## src/design/rcw_map.vh

```
// Address map, field positions and reset values of the radio calibration and wake-up block.
`ifndef RCW_MAP_VH
`define RCW_MAP_VH

`define RCW_ADDR_SM_CFG_B      8'h18
`define RCW_ADDR_AFTER_SEND    8'h1C
`define RCW_ADDR_STATUS        8'h20

`define RCW_AUTOCAL_LSB        4
`define RCW_AUTOCAL_MSB        5
`define RCW_OSCWAIT_LSB        2
`define RCW_OSCWAIT_MSB        3
`define RCW_AFTER_SEND_LSB     0
`define RCW_AFTER_SEND_MSB     1

`define RCW_AUTOCAL_RESET      2'h0
`define RCW_OSCWAIT_RESET      2'h1
`define RCW_AFTER_SEND_RESET   2'h0

`define RCW_CAL_NEVER          2'h0
`define RCW_CAL_IDLE_TO_TX     2'h1
`define RCW_CAL_TX_TO_IDLE     2'h2
`define RCW_CAL_EVERY_FOURTH   2'h3
`define RCW_FOURTH_LAST        2'h3

`define RCW_NEXT_IDLE          2'h0
`define RCW_NEXT_SYNTH_ON      2'h1
`define RCW_NEXT_STAY_TX       2'h2

`define RCW_RESP_OKAY          2'h0
`define RCW_RESP_SLVERR        2'h2

`define RCW_EXPIRE_SEL0        9'h001
`define RCW_EXPIRE_SEL1        9'h010
`define RCW_EXPIRE_SEL2        9'h040
`define RCW_EXPIRE_SEL3        9'h100

`endif

```

## src/design/rcw_config_top.v

```verilog
// Calibration and wake-up configuration register with its AXI4-Lite slave.
//
// The implementer's own choice: the AXI4-Lite interface to the registers.
`default_nettype none
`timescale 1ns/1ps
`include "rcw_map.vh"

// Notes on behaviour
// - Select 00 never calibrates automatically; only the manual strobe calibrates.
// - Select 01 calibrates on every idle to transmit or synth-on move.
// - Select 10 calibrates on every transmit to idle move.
// - Select 11 calibrates on every fourth transmit to idle move.
// - Calibration select resets to zero, automatic calibration off.
// - Chip ready stays high until enough ripple expirations after oscillator stable.
// - Wait select resets to one; duration scales with crystal frequency.
// - Oscillator is off in power-down; the wait restarts afterwards.
// - Wait select survives sleep; other configuration is lost.
// - After-send field picks idle, synth-on or stay in transmit; 11 unused.
module rcw_config_top #(
    parameter RIPPLE_WIDTH = 6
) (
    input  wire        aclk,
    input  wire        aresetn,
    input  wire        ce,
    input  wire [7:0]  s_axi_awaddr,
    input  wire        s_axi_awvalid,
    output reg         s_axi_awready,
    input  wire [31:0] s_axi_wdata,
    input  wire [3:0]  s_axi_wstrb,
    input  wire        s_axi_wvalid,
    output reg         s_axi_wready,
    output reg  [1:0]  s_axi_bresp,
    output reg         s_axi_bvalid,
    input  wire        s_axi_bready,
    input  wire [7:0]  s_axi_araddr,
    input  wire        s_axi_arvalid,
    output reg         s_axi_arready,
    output reg  [31:0] s_axi_rdata,
    output reg  [1:0]  s_axi_rresp,
    output reg         s_axi_rvalid,
    input  wire        s_axi_rready,
    input  wire        calibrate_synth_strobe,
    input  wire        idle_to_tx_pulse,
    input  wire        tx_to_idle_pulse,
    input  wire        tx_done_pulse,
    input  wire        power_down,
    input  wire        osc_stable,
    output reg         synth_calibrate_start,
    output reg  [1:0]  after_send_next_state,
    output reg         osc_enable,
    output wire        chip_ready_low
);

    reg [1:0]  auto_calib_select_reg;
    reg [1:0]  osc_wait_count_sel_reg;
    reg [1:0]  after_send_state_sel_reg;
    reg [1:0]  fourth_cnt_reg;
    reg        power_down_d_reg;
    reg [7:0]  aw_addr_reg;
    reg        aw_full_reg;
    reg [31:0] w_data_reg;
    reg        w_strb0_reg;
    reg        w_full_reg;
    wire       sleep_enter;
    wire       do_write;
    wire       fourth_hit;
    reg        cal_next;
    reg [31:0] rdata_next;
    reg [1:0]  rresp_next;

    assign sleep_enter = power_down & ~power_down_d_reg;
    assign do_write    = aw_full_reg & w_full_reg & ~s_axi_bvalid;
    assign fourth_hit  = (fourth_cnt_reg == `RCW_FOURTH_LAST);

    // Address and data are latched independently so the master may offer them in any order.
    always @(posedge aclk) begin
        if (!aresetn) begin
            aw_addr_reg   <= 8'h00;
            aw_full_reg   <= 1'b0;
            w_data_reg    <= 32'h00000000;
            w_strb0_reg   <= 1'b0;
            w_full_reg    <= 1'b0;
            s_axi_awready <= 1'b1;
            s_axi_wready  <= 1'b1;
            s_axi_bvalid  <= 1'b0;
            s_axi_bresp   <= `RCW_RESP_OKAY;
        end else if (ce) begin
            if (s_axi_awvalid && s_axi_awready) begin
                aw_addr_reg   <= s_axi_awaddr;
                aw_full_reg   <= 1'b1;
                s_axi_awready <= 1'b0;
            end
            if (s_axi_wvalid && s_axi_wready) begin
                w_data_reg   <= s_axi_wdata;
                w_strb0_reg  <= s_axi_wstrb[0];
                w_full_reg   <= 1'b1;
                s_axi_wready <= 1'b0;
            end
            if (do_write) begin
                aw_full_reg  <= 1'b0;
                w_full_reg   <= 1'b0;
                s_axi_bvalid <= 1'b1;
                if (aw_addr_reg[7:2] == `RCW_ADDR_SM_CFG_B >> 2 ||
                    aw_addr_reg[7:2] == `RCW_ADDR_AFTER_SEND >> 2 ||
                    aw_addr_reg[7:2] == `RCW_ADDR_STATUS >> 2) begin
                    s_axi_bresp <= `RCW_RESP_OKAY;
                end else begin
                    s_axi_bresp <= `RCW_RESP_SLVERR;
                end
            end
            if (s_axi_bvalid && s_axi_bready) begin
                s_axi_bvalid  <= 1'b0;
                s_axi_awready <= 1'b1;
                s_axi_wready  <= 1'b1;
            end
        end
    end

    // Configuration fields. Entering sleep drops the calibration and after-send
    // settings but keeps the wait selection, so the next start-up waits the same full count.
    always @(posedge aclk) begin
        if (!aresetn) begin
            auto_calib_select_reg    <= `RCW_AUTOCAL_RESET;
            osc_wait_count_sel_reg   <= `RCW_OSCWAIT_RESET;
            after_send_state_sel_reg <= `RCW_AFTER_SEND_RESET;
            power_down_d_reg         <= 1'b0;
        end else if (ce) begin
            power_down_d_reg <= power_down;
            if (sleep_enter) begin
                auto_calib_select_reg    <= `RCW_AUTOCAL_RESET;
                after_send_state_sel_reg <= `RCW_AFTER_SEND_RESET;
            end else if (do_write && w_strb0_reg) begin
                // Only the documented field bits are stored; the rest is dropped.
                if (aw_addr_reg[7:2] == `RCW_ADDR_SM_CFG_B >> 2) begin
                    auto_calib_select_reg  <= w_data_reg[`RCW_AUTOCAL_MSB:`RCW_AUTOCAL_LSB];
                    osc_wait_count_sel_reg <= w_data_reg[`RCW_OSCWAIT_MSB:`RCW_OSCWAIT_LSB];
                end
                if (aw_addr_reg[7:2] == `RCW_ADDR_AFTER_SEND >> 2) begin
                    after_send_state_sel_reg <=
                        w_data_reg[`RCW_AFTER_SEND_MSB:`RCW_AFTER_SEND_LSB];
                end
            end
        end
    end

    // Read data mux; unused bits and unmapped words return zero.
    always @* begin
        rdata_next = 32'h00000000;
        rresp_next = `RCW_RESP_OKAY;
        if (s_axi_araddr[7:2] == `RCW_ADDR_SM_CFG_B >> 2) begin
            rdata_next[`RCW_AUTOCAL_MSB:`RCW_AUTOCAL_LSB] = auto_calib_select_reg;
            rdata_next[`RCW_OSCWAIT_MSB:`RCW_OSCWAIT_LSB] = osc_wait_count_sel_reg;
        end else if (s_axi_araddr[7:2] == `RCW_ADDR_AFTER_SEND >> 2) begin
            rdata_next[`RCW_AFTER_SEND_MSB:`RCW_AFTER_SEND_LSB] = after_send_state_sel_reg;
        end else if (s_axi_araddr[7:2] == `RCW_ADDR_STATUS >> 2) begin
            rdata_next[0]   = ~chip_ready_low;
            rdata_next[1]   = osc_enable;
            rdata_next[3:2] = fourth_cnt_reg;
        end else begin
            rresp_next = `RCW_RESP_SLVERR;
        end
    end

    // Read channel: one read at a time, answered one cycle after the address is taken.
    always @(posedge aclk) begin
        if (!aresetn) begin
            s_axi_arready <= 1'b1;
            s_axi_rvalid  <= 1'b0;
            s_axi_rdata   <= 32'h00000000;
            s_axi_rresp   <= `RCW_RESP_OKAY;
        end else if (ce) begin
            if (s_axi_arvalid && s_axi_arready) begin
                s_axi_arready <= 1'b0;
                s_axi_rvalid  <= 1'b1;
                s_axi_rdata   <= rdata_next;
                s_axi_rresp   <= rresp_next;
            end else if (s_axi_rvalid && s_axi_rready) begin
                s_axi_rvalid  <= 1'b0;
                s_axi_arready <= 1'b1;
            end
        end
    end

    // Calibration trigger decision for this cycle.
    always @* begin
        cal_next = calibrate_synth_strobe;
        case (auto_calib_select_reg)
            `RCW_CAL_NEVER:        cal_next = calibrate_synth_strobe;
            `RCW_CAL_IDLE_TO_TX:   cal_next = calibrate_synth_strobe | idle_to_tx_pulse;
            `RCW_CAL_TX_TO_IDLE:   cal_next = calibrate_synth_strobe | tx_to_idle_pulse;
            `RCW_CAL_EVERY_FOURTH: cal_next = calibrate_synth_strobe |
                                              (tx_to_idle_pulse & fourth_hit);
            default:               cal_next = calibrate_synth_strobe;
        endcase
    end

    // Calibration pulse, fourth-return counter, next state after send and oscillator enable.
    // The counter only runs in the every-fourth mode, so switching in starts a fresh count.
    always @(posedge aclk) begin
        if (!aresetn) begin
            synth_calibrate_start <= 1'b0;
            fourth_cnt_reg        <= 2'h0;
            after_send_next_state <= `RCW_NEXT_IDLE;
            osc_enable            <= 1'b0;
        end else if (ce) begin
            synth_calibrate_start <= cal_next;
            osc_enable            <= ~power_down;
            if (auto_calib_select_reg != `RCW_CAL_EVERY_FOURTH) begin
                fourth_cnt_reg <= 2'h0;
            end else if (tx_to_idle_pulse) begin
                fourth_cnt_reg <= fourth_cnt_reg + 2'h1;
            end
            if (tx_done_pulse) begin
                case (after_send_state_sel_reg)
                    `RCW_NEXT_SYNTH_ON: after_send_next_state <= `RCW_NEXT_SYNTH_ON;
                    `RCW_NEXT_STAY_TX:  after_send_next_state <= `RCW_NEXT_STAY_TX;
                    default:            after_send_next_state <= `RCW_NEXT_IDLE;
                endcase
            end
        end
    end

    // Start-up wait runs only while the oscillator is on and reports stable.
    rcw_wake_timer #(
        .RIPPLE_WIDTH (RIPPLE_WIDTH)
    ) u_wake_timer (
        .aclk               (aclk),
        .aresetn            (aresetn),
        .ce                 (ce),
        .osc_running        (osc_enable & osc_stable),
        .osc_wait_count_sel (osc_wait_count_sel_reg),
        .chip_ready_low     (chip_ready_low)
    );

endmodule // rcw_config_top
`default_nettype wire

```

## src/design/rcw_wake_timer.v

```verilog
// Crystal start-up wait: counts ripple counter expirations before signalling chip ready.
`default_nettype none
`timescale 1ns/1ps
`include "rcw_map.vh"

module rcw_wake_timer #(
    parameter RIPPLE_WIDTH = 6
) (
    input  wire       aclk,
    input  wire       aresetn,
    input  wire       ce,
    input  wire       osc_running,
    input  wire [1:0] osc_wait_count_sel,
    output reg        chip_ready_low
);

    reg [RIPPLE_WIDTH-1:0] ripple_reg;
    reg [8:0]              expire_cnt_reg;

    // Required expiration count for each wait selection.
    function [8:0] expire_target;
        input [1:0] sel;
        begin
            case (sel)
                2'h0:    expire_target = `RCW_EXPIRE_SEL0;
                2'h1:    expire_target = `RCW_EXPIRE_SEL1;
                2'h2:    expire_target = `RCW_EXPIRE_SEL2;
                default: expire_target = `RCW_EXPIRE_SEL3;
            endcase
        end
    endfunction

    // The wait restarts whenever the oscillator stops, so every power-up waits in full.
    // The target is compared live; a later change of the selection only moves the goal.
    always @(posedge aclk) begin
        if (!aresetn) begin
            ripple_reg     <= {RIPPLE_WIDTH{1'b0}};
            expire_cnt_reg <= 9'h000;
            chip_ready_low <= 1'b1;
        end else if (ce) begin
            if (!osc_running) begin
                ripple_reg     <= {RIPPLE_WIDTH{1'b0}};
                expire_cnt_reg <= 9'h000;
                chip_ready_low <= 1'b1;
            end else if (chip_ready_low) begin
                ripple_reg <= ripple_reg + 1'b1;
                if (&ripple_reg) begin
                    expire_cnt_reg <= expire_cnt_reg + 9'h001;
                    if (expire_cnt_reg + 9'h001 >= expire_target(osc_wait_count_sel)) begin
                        chip_ready_low <= 1'b0;
                    end
                end
            end
        end
    end

endmodule // rcw_wake_timer
`default_nettype wire

```

## config.mk

```make
export PLATFORM = sky130hd
export DESIGN_NAME = rcw_config_top
export DESIGN_NICKNAME = d
export VERILOG_FILES = /design/src/design/rcw_config_top.v /design/src/design/rcw_wake_timer.v
export VERILOG_INCLUDE_DIRS = /design/src /design/src/design
export SDC_FILE = /design/constraint.sdc
export NUM_CORES = 1
export LEC_CHECK = 0
export BUFFER_PORTS_ARGS = -buffer_cell sky130_fd_sc_hd__buf_2
export CAP_MARGIN = 20
export CORE_MARGIN = 5
export CORE_UTILIZATION = 45
export DETAILED_ROUTE_END_ITERATION = 12
export GPL_ROUTABILITY_DRIVEN = 0
export PLACE_DENSITY = 0.74
export SLEW_MARGIN = 25
export SYNTH_ARGS = -nofsm -noshare
export SYNTH_HDL_FRONTEND = slang
export SYNTH_SLANG_ARGS = --single-unit
```

## constraint.sdc

```tcl
create_clock -name aclk -period 4.7 [get_ports aclk]
set_input_delay 0.235 -clock aclk [delete_from_list [all_inputs] [get_ports aclk]]
set_output_delay 0.235 -clock aclk [all_outputs]
set_load 0.005 [all_outputs]
```

## Word-level counts from Yosys, hierarchy flattened

Index checks and enable logic that the tools add are counted.

| cells by class | value |
|---|---|
| magnitude comparators | 1 |
| eq/ne operators | 17 |
| bitwise gates (word level) | 13 |
| reductions and logical operators | 38 |
| add/sub/neg operators | 3 |
| multiplexer cells | 49 |

Operator list:

| operator | number |
|---|---|
| 2-to-1 mux 9 bit | 8 |
| 2-to-1 mux 2 bit | 17 |
| one-hot mux 9 bit (3 select lines) | 1 |
| AND reduction 2 bit | 13 |
| == test 6 x 3 -> 1 bit (second input constant) | 4 |
| nonzero test 2 bit | 10 |
| 2-to-1 mux 1 bit | 18 |
| == test 6 x 4 -> 1 bit (second input constant) | 2 |
| 2-to-1 mux 6 bit | 2 |
| == test 2 bit (second input constant) | 5 |
| adder 9 x 1 -> 9 bit (second input constant) | 1 |
| >= comparator 9 bit | 1 |
| AND reduction 3 bit | 3 |
| adder 6 x 1 -> 6 bit (second input constant) | 1 |
| == test 2 x 1 -> 1 bit (second input constant) | 3 |
| logical AND 1 bit | 6 |
| inequality test 2 bit (second input constant) | 3 |
| AND reduction 6 bit | 1 |
| AND 1 bit | 5 |
| NOT 1 bit | 5 |
| logical NOT 2 bit | 2 |
| 2-to-1 mux 4 bit | 1 |
| one-hot mux 1 bit (4 select lines) | 1 |
| one-hot mux 2 bit (2 select lines) | 1 |
| 4 further kinds | 7 |

| word-level totals | value |
|---|---|
| output and inout port bits | 46 |
| flip-flop bits (word level) | 61 |
| bits of input ports | 66 |

## Logic depth before layout (Yosys ltp)

Gate-level depths: netlist of the first run.

| depth | value |
|---|---|
| depth in word-level cells | 12 |
| mapped depth | 9 |

## Cells and area by module

Synthesis of the first run repeated with hierarchy kept, for this count alone.

| unflattened totals | value |
|---|---|
| cells, all modules | 342 |
| area, all modules | 3001.6 µm² |

By module, submodules not included:

| module | instances | sequential area each (µm²) | cells an instance | area an instance (µm²) |
|---|---|---|---|---|
| rcw_config_top | 1 | 820.8 | 228 | 2009.4 |
| rcw_wake_timer | 1 | 320.3 | 114 | 992.2 |

## Worst setup path before layout of the first run

No wires, ideal clock.

| path | value |
|---|---|
| path type | register to register |
| from | reg u_wake_timer.expire_cnt_reg[0] |
| to | reg u_wake_timer.chip_ready_low |
| cell stages (with the launch flop) | 10 |
| arrival | 1882 ps |
| setup slack | 2691 ps |
| data required time | 4573 ps |
| period minus slack after synthesis | 2009 ps |
| setup time | 127 ps |
| cells stage by stage | dfxtp_1 -> ha_1 -> clkbuf_1 -> nand4_1 -> xnor2_1 -> ha_1 -> inv_1 -> a211o_1 -> a311oi_1 -> a311oi_1 |

| on the way | value |
|---|---|
| cells in the longest elaborated chain, start to end | 6 |

RTL lines:

| what | line | text |
|---|---|---|
| from (decl) | rcw_wake_timer.v:18 | `reg [8:0] expire_cnt_reg;` |
| from (signal assigned) | rcw_wake_timer.v:48 | `expire_cnt_reg <= expire_cnt_reg + 9'h001;` |
| adder 9 x 1 -> 9 bit | rcw_wake_timer.v:49 | `if (expire_cnt_reg + 9'h001 >= expire_target(osc_wait_count_sel)) begin` |
| >= comparator 9 bit | rcw_wake_timer.v:49 |  |
| 2-to-1 mux 1 bit | rcw_wake_timer.v:49 |  |
| 2-to-1 mux 1 bit | rcw_wake_timer.v:47 | `if (&ripple_reg) begin` |
| 2-to-1 mux 1 bit | rcw_wake_timer.v:45 | `end else if (chip_ready_low) begin` |
| 2-to-1 mux 1 bit | rcw_wake_timer.v:41 | `if (!osc_running) begin` |
| to (signal assigned) | rcw_wake_timer.v:39 | `chip_ready_low <= 1'b1;` |
| to (signal assigned) | rcw_wake_timer.v:44 | `chip_ready_low <= 1'b1;` |
| to (signal assigned) | rcw_wake_timer.v:50 | `chip_ready_low <= 1'b0;` |
| to (decl) | rcw_wake_timer.v:14 | `output reg chip_ready_low` |

No other way between the ends.
A chain may end at the register's enable or synchronous reset.

## Worst setup path in the final report of the first run

| path | value |
|---|---|
| from | reg u_wake_timer.expire_cnt_reg[1] |
| to | reg u_wake_timer.chip_ready_low |

Same word-level chain as after synthesis.

==> results.py, run 1 <==
metrics = {
    "sta": {
        "hold-worst-slack_ns": 0.1304,
        "finalClockSkew_ns": 0.008761,
        "rsz0062_at_grt": "no",
        "worst_pin_slew_ns": 0.6272,
        "finalCriticalPeriod_ns": 2.228,
        "setup_tns_ns": 0,
        "setup_viol": 0,
        "drv_slew": 0,
        "final.setup.worst_slack_ns": 2.472,
        "final_hold_viol_count": 0,
        "fmax_mhz": 448.9,
        "slew_headroom": 0.5780,
        "post-route-period-util": 0.4740,
    },
    "layout": {
        "final_util": 0.5174,
        "design_area_mm2": 0.003267,
        "nNetsFinal": 465,
        "drive_gt1_frac": 0.1839,
        "syn_to_final_growth_pct": 12.16,
        "diodes": 0,
        "largest_reg_flops": 9,
        "stdcell_count": 474,
    },
    "clock_network": {
        "cts_setup_buffers": 0,
        "htree_levels": 3,
        "clkLatencyLatePin_ns": 0.34,
        "cts_resized": 0,
        "cts_tree": "built",
        "root_buffer": "clkbuf_8",
        "numCtsBuffers": 9,
        "hold_buffers": 0,
        "path_clk_slew_ns": 0.06,
        "numClockSinks": 57,
        "cts_buffer_depth": 2,
    },
    "die": {
        "io_pins": 112,
        "die_area_mm2": 0.008182,
        "die_h_um": 90.46,
        "core_mm2": 0.006314,
        "initial_core_util": 0.4614,
        "row_count": 29,
        "fp.dieW_um": 90.46,
    },
    "routing": {
        "num_vias": 2516,
        "drc": 0,
        "drt-total-wl_um": 6432,
        "firstDrtPassIters": 4,
        "postRouteAntennaNets": 0,
        "wire_per_inst_um": 13.57,
        "avgViaCountPerCell": 5.308,
        "drt_iter0_markers": 148,
    },
    "critical_path": {
        "worstPathMaxFanout": 9,
        "worstPathArrival_ns": 2.44,
        "critPathRequiredTime_ns": 4.91,
        "cp-start-kind": "flip-flop",
        "path_class": "reg -> reg",
        "crit_path_end_kind": "flip-flop",
        "rrSetupSlack_ns": 2.47,
    },
    "power": {
        "vdd_drop_max_mv": 0.2100,
        "power_frac_seq": 0.487,
        "swShare": 0.2414,
        "p_clk_frac": 0.434,
        "power_mw": 1.040,
        "intPower_mw": 0.7889,
        "total_leakage_power_nw": 1.373,
        "p_per_area_mw_per_mm2": 318.3,
        "p_comb_frac": 0.079,
        "power_switching_mw": 0.2510,
    },
    "synth": {
        "avgSynthCellArea_um2": 8.370,
        "synth.largest_area_cell": "dfxtp_1",
        "synth_common_cells": "dfxtp_1 (57), nor2_1 (36), nand2_1 (35), buf_4 (29)",
        "synth.distinct_cells": 53,
        "syn_area_mm2": 0.002913,
        "ys.flop_type": "dfxtp_1",
        "ys_ff_latch": 57,
        "synth_most_common_cell": "dfxtp_1",
        "yosysTopAreaCellShare": 0.3918,
        "synth_warnings": 0,
        "synth.area.top_cells": "dfxtp_1 (39%), buf_4 (7.5%), nor2_1 (4.6%), nand2_1 (4.5%), a21oi_1 (3.3%)",
        "async_flop_share": 0,
        "syn_inst": 348,
        "ys_seq_area_frac": 0.3918,
        "synth_edf_count": 0,
    },
    "run_status": {
        "status": "finished, final reports clean",
    },
    "grt": {
        "grt_pass1_vias": 2327,
        "grt_pass1_wl_um": 10430,
        "grt_max_degree": 39,
        "antenna_found_initial": 0,
        "grt.overflow.total": 0,
        "grt_usage": 0.1548,
    },
    "placed_design": {
        "hpwl_um": 4664,
        "placed_area_mm2": 0.003077,
        "dp_cells": 458,
        "io_buffer_count": 50,
        "post-place-ws_ns": 2.510,
    },
    "job": {
        "maxCapViolCount": 0,
    },
    "worst_hold_path": {
        "hold_path_class": "in -> reg",
    },
}
-- metal layers --
layer	GRT usage	vias up	share of wire
met2	0.2695	69	0.50
met4	0.07320	0	0.017
met3	0.03833	11	0.056
li1	-	1277	-
met1	0.1762	1159	0.42
met5	0	-	0
-- cell type report --
class / instances / area [um^2]
clock buffers: 14 / 152.6
repair buffers: 51 / 257.7
flip-flops and latches: 57 / 1141
clock inverters: 2 / 37.54
inverters: 11 / 41.29
multi-input cells: 262 / 1540
fillers: 632 / 3047
well taps: 77 / 96.34
-- worst max-delay path: stages (launching register included) --
cell and delay [ns]:
dfxtp_1 0.48, ha_1 0.41, nand4_1 0.16, xnor2_1 0.18, ha_1 0.29, inv_1 0.03
a211o_1 0.23, a311oi_1 0.23, a311oi_1 0.08
-- power by group through the flow --
stage | clock network [mW] | registers (mW) | logic, mW
5_1_grt | 0.477 | 0.508 | 0.0927
3_3_place_gp | 0 | 0.517 | 0.0794
2_1_floorplan | 0 | 0.516 | 0.0653
4_1_cts | 0.459 | 0.506 | 0.0817
6_report | 0.452 | 0.506 | 0.0818
3_5_place_dp | 0 | 0.517 | 0.0810
-- worst paths after layout --
check	from	end	depth (start not counted)
setup / recovery	u_wake_timer.expire_cnt_reg[1]	u_wake_timer.chip_ready_low	8
hold / removal	s_axi_awaddr[3]	aw_addr_reg[3]	3
setup reg to reg	u_wake_timer.expire_cnt_reg[1]	u_wake_timer.chip_ready_low	8
hold reg to reg	aw_full_reg	aw_full_reg	2
-- logic make-up (layout without fill, tap and decap cells) --
logic type,after synthesis,count (layout),synth area share
other cells,1,28,0.001287
fa+ha+maj,7,7,0.03007
mux,8,8,0.02749
flops,57,57,0.3918
xor+xnor,7,7,0.02105
buf+inv,56,78,0.1143
simple gates,141,141,0.2457
compound gates,71,71,0.1684
-- placed cells by master, fill, tap and decap left out, types with 3 or more instances in the layout --
| master | synthesis | layout |
|---|---|---|
| dfxtp_1 | 57 | 57 |
| buf_2 | 5 | 50 |
| nor2_1 | 36 | 36 |
| nand2_1 | 35 | 35 |
| conb_1 | 1 | 28 |
| nand3_1 | 19 | 19 |
| a21oi_1 | 19 | 19 |
| o21ai_0 | 14 | 14 |
| inv_1 | 11 | 11 |
| clkbuf_8 | 0 | 10 |
| nor3_1 | 9 | 9 |
| nand4_1 | 8 | 8 |
| mux2i_1 | 8 | 8 |
| ha_1 | 7 | 7 |
| nand2b_1 | 5 | 5 |
| and3_1 | 5 | 5 |
| a31oi_1 | 5 | 5 |
| o221a_2 | 5 | 5 |
| xnor2_1 | 4 | 4 |
| clkbuf_1 | 8 | 4 |
| and4_1 | 3 | 3 |
| a21o_1 | 3 | 3 |
| and4b_1 | 3 | 3 |
| nor2b_1 | 3 | 3 |
| a32o_1 | 3 | 3 |
| or3_1 | 3 | 3 |
| a311oi_1 | 3 | 3 |
| and2_1 | 3 | 3 |
| xor2_1 | 3 | 3 |
Note: power is estimated with default switching activity, not from simulation.
==> inputs of run 2 (changes only) <==
--- a/config.mk
+++ b/config.mk
@@ -9,10 +9,10 @@
 export BUFFER_PORTS_ARGS = -buffer_cell sky130_fd_sc_hd__buf_2
 export CAP_MARGIN = 20
 export CORE_MARGIN = 5
-export CORE_UTILIZATION = 45
+export CORE_UTILIZATION = 44
 export DETAILED_ROUTE_END_ITERATION = 12
 export GPL_ROUTABILITY_DRIVEN = 0
-export PLACE_DENSITY = 0.74
+export PLACE_DENSITY = 0.76
 export SLEW_MARGIN = 25
 export SYNTH_ARGS = -nofsm -noshare
 export SYNTH_HDL_FRONTEND = slang
==> constraint.sdc (replaced) <==
create_clock -name aclk -period 1.85 [get_ports aclk]
set_input_delay 0.0925 -clock aclk [delete_from_list [all_inputs] [get_ports aclk]]
set_output_delay 0.0925 -clock aclk [all_outputs]
set_load 0.005 [all_outputs]
==> run 2 against run 1 <==
Effect of this change: design area grew 8.1%; maximum frequency is 22% higher; combinational power grew to 2.8 times the previous value; die area is 2.0% higher; register-to-register slack worse by 2.5 ns; cell count is 4.9% higher; power grew to 2.7 times the previous value; count of clock-buffer cells in the layout down 2; critical path depth is the same; largest power group is now the clock network.
==> results.py, run 2 (synthesized netlist as in run 1, its figures left out) <==
metrics = {
    "run_status": {
        "status": "finished, final reports clean",
    },
    "power": {
        "p_per_area_mw_per_mm2": 806.1,
        "total_leakage_power_nw": 1.499,
        "power_mw": 2.846,
        "vdd_drop_max_mv": 0.7965,
    },
    "critical_path": {
        "cpPeakStageDelay_ns": 0.34,
        "cp.depth": 8,
        "path_cells": "and4_4 -> nand4_1 -> xnor2_1 -> ha_1 -> inv_1 -> a211o_1 -> a311oi_2 -> a311oi_1",
        "path_class": "reg -> reg",
        "worstPathMaxFanout": 3,
        "crit_path_end_kind": "flip-flop",
        "r2r_start": "u_wake_timer.expire_cnt_reg[4]",
        "cp-endpoint": "u_wake_timer.chip_ready_low",
        "rrSetupSlack_ns": 0.02,
        "worstPathArrival_ns": 2.05,
        "cp-start-kind": "flip-flop",
        "reg2reg_depth": 8,
        "critPathRequiredTime_ns": 2.07,
        "path_buf_inv": 1,
        "critPathTopFamily": "compound AO/OA/AOI/OAI gates",
        "cp_slowest_cell": "dfxtp_1",
        "startpoint": "u_wake_timer.expire_cnt_reg[4]",
        "r2r_end": "u_wake_timer.chip_ready_low",
    },
    "grt": {
        "grt_max_degree": 33,
        "grt_usage": 0.1643,
        "grt_pass1_wl_um": 11250,
        "grt_pass1_vias": 2512,
        "grt.overflow.total": 0,
        "antenna_found_initial": 0,
    },
    "layout": {
        "design_area_mm2": 0.003531,
        "nNetsFinal": 488,
        "final_common_cell": "dfxtp_1",
        "mostFrequentLayoutCells": "dfxtp_1 (55), buf_2 (50), nor2_1 (36)",
        "largest_reg_flops": 9,
        "syn_to_final_growth_pct": 21.22,
        "drive_gt1_frac": 0.2214,
        "diodes": 0,
    },
    "die": {
        "fp.dieW_um": 91.37,
        "die_area_mm2": 0.008348,
        "row_count": 29,
        "initial_core_util": 0.4561,
        "die_h_um": 91.37,
        "io_pins": 112,
        "core_mm2": 0.006386,
    },
    "sta": {
        "final.setup.worst_slack_ns": 0.01954,
        "worst_pin_slew_ns": 0.6356,
        "slew_headroom": 0.5724,
        "post-route-period-util": 0.9894,
        "setup_viol": 0,
        "fmax_mhz": 546.3,
        "finalClockSkew_ns": 0.008945,
        "hold-worst-slack_ns": 0.01490,
        "final_hold_viol_count": 0,
        "drv_slew": 0,
        "setup_tns_ns": 0,
        "finalCriticalPeriod_ns": 1.830,
        "rsz0062_at_grt": "yes",
    },
    "clock_network": {
        "cts_buffer_depth": 2,
        "numClockSinks": 57,
        "clkLatencyLatePin_ns": 0.34,
        "root_buffer": "clkbuf_8",
        "path_clk_slew_ns": 0.06,
        "htree_levels": 3,
        "cts_tree": "built",
        "numCtsBuffers": 9,
    },
    "routing": {
        "avgViaCountPerCell": 5.346,
        "drt_iter0_markers": 170,
        "wl_met1_um": 2870,
        "wl_met2_um": 3511,
        "drc": 0,
        "postRouteAntennaNets": 0,
        "firstDrtPassIters": 4,
        "num_vias": 2657,
        "drt-total-wl_um": 6836,
        "highest_layer": "met4",
        "wire_per_inst_um": 13.75,
        "wl_met3_um": 353,
    },
    "worst_hold_path": {
        "hold_path_class": "in -> reg",
        "min_path_cells": 3,
    },
    "placed_design": {
        "post-place-ws_ns": -0.01200,
        "hpwl_um": 4958,
        "placed_area_mm2": 0.003169,
        "io_buffer_count": 50,
    },
    "job": {
        "maxCapViolCount": 0,
    },
}
==> run 2: changes by cell type in the layout (fill, tap and decap cells not counted), sizes merged <==
cell and change:
clkinvlp +1, bufinv +1, buf +12, clkbuf -2, dlygate4sd3 +11
==> run 2: power by group <==
part	switching, mW	leakage, nW	total [mW]	internal [mW]
registers	0.0240	0.464	1.29	1.26
logic	0.132	0.926	0.230	0.0975
clock network	0.498	0.109	1.33	0.832
total	0.655	1.50	2.85	2.19
==> run 2: how the worst min path moves through the flow <==
stage	startpoint	end	slack, ns
global route	s_axi_wdata[3]	w_data_reg[3]	0.007
finish	s_axi_wdata[3]	w_data_reg[3]	0.01
CTS	s_axi_wdata[3]	w_data_reg[3]	0.006
detailed placement	s_axi_awaddr[6]	aw_addr_reg[6]	0.33
floorplan	s_axi_wstrb[0]	w_strb0_reg	0.23
global placement	s_axi_awaddr[4]	aw_addr_reg[4]	0.32
==> run 2: worst min-delay path, cell delays in order <==
cell	delay (ns)
buf_2	0.10
nand2_1	0.05
a21oi_1	0.05
==> run 2: final cells by class <==
class,instances,area (um^2)
multi-input combinational,262,1562
clock buffer,12,155.1
timing repair buffer,74,457.9
clock inverter,4,75.07
tap,77,96.34
sequential,57,1144
fill,593,2855
inverter,11,41.29
==> run 2: what timing repair did <==
action / 4_1_cts / 5_1_grt
hold endpoints to repair: 11 / 0
hold buffers: 11 / 0
buffers inserted: 0 / 0
resized for setup: 2 / 2
setup endpoints to repair: 1 / 1
==> run 2: per-layer routing <==
metal	vias up	track usage
li1	1321	-
met4	0	0.04890
met1	1256	0.1801
met5	-	0
met2	69	0.2927
met3	11	0.06281
==> run 2: per-stage QoR <==
stage,utilization,std cells
after floorplan,-,375
after global placement,0.4963,470
after detailed placement,0.4963,470
after CTS,0.5504,497
after global routing,0.5529,497
final,0.5529,497
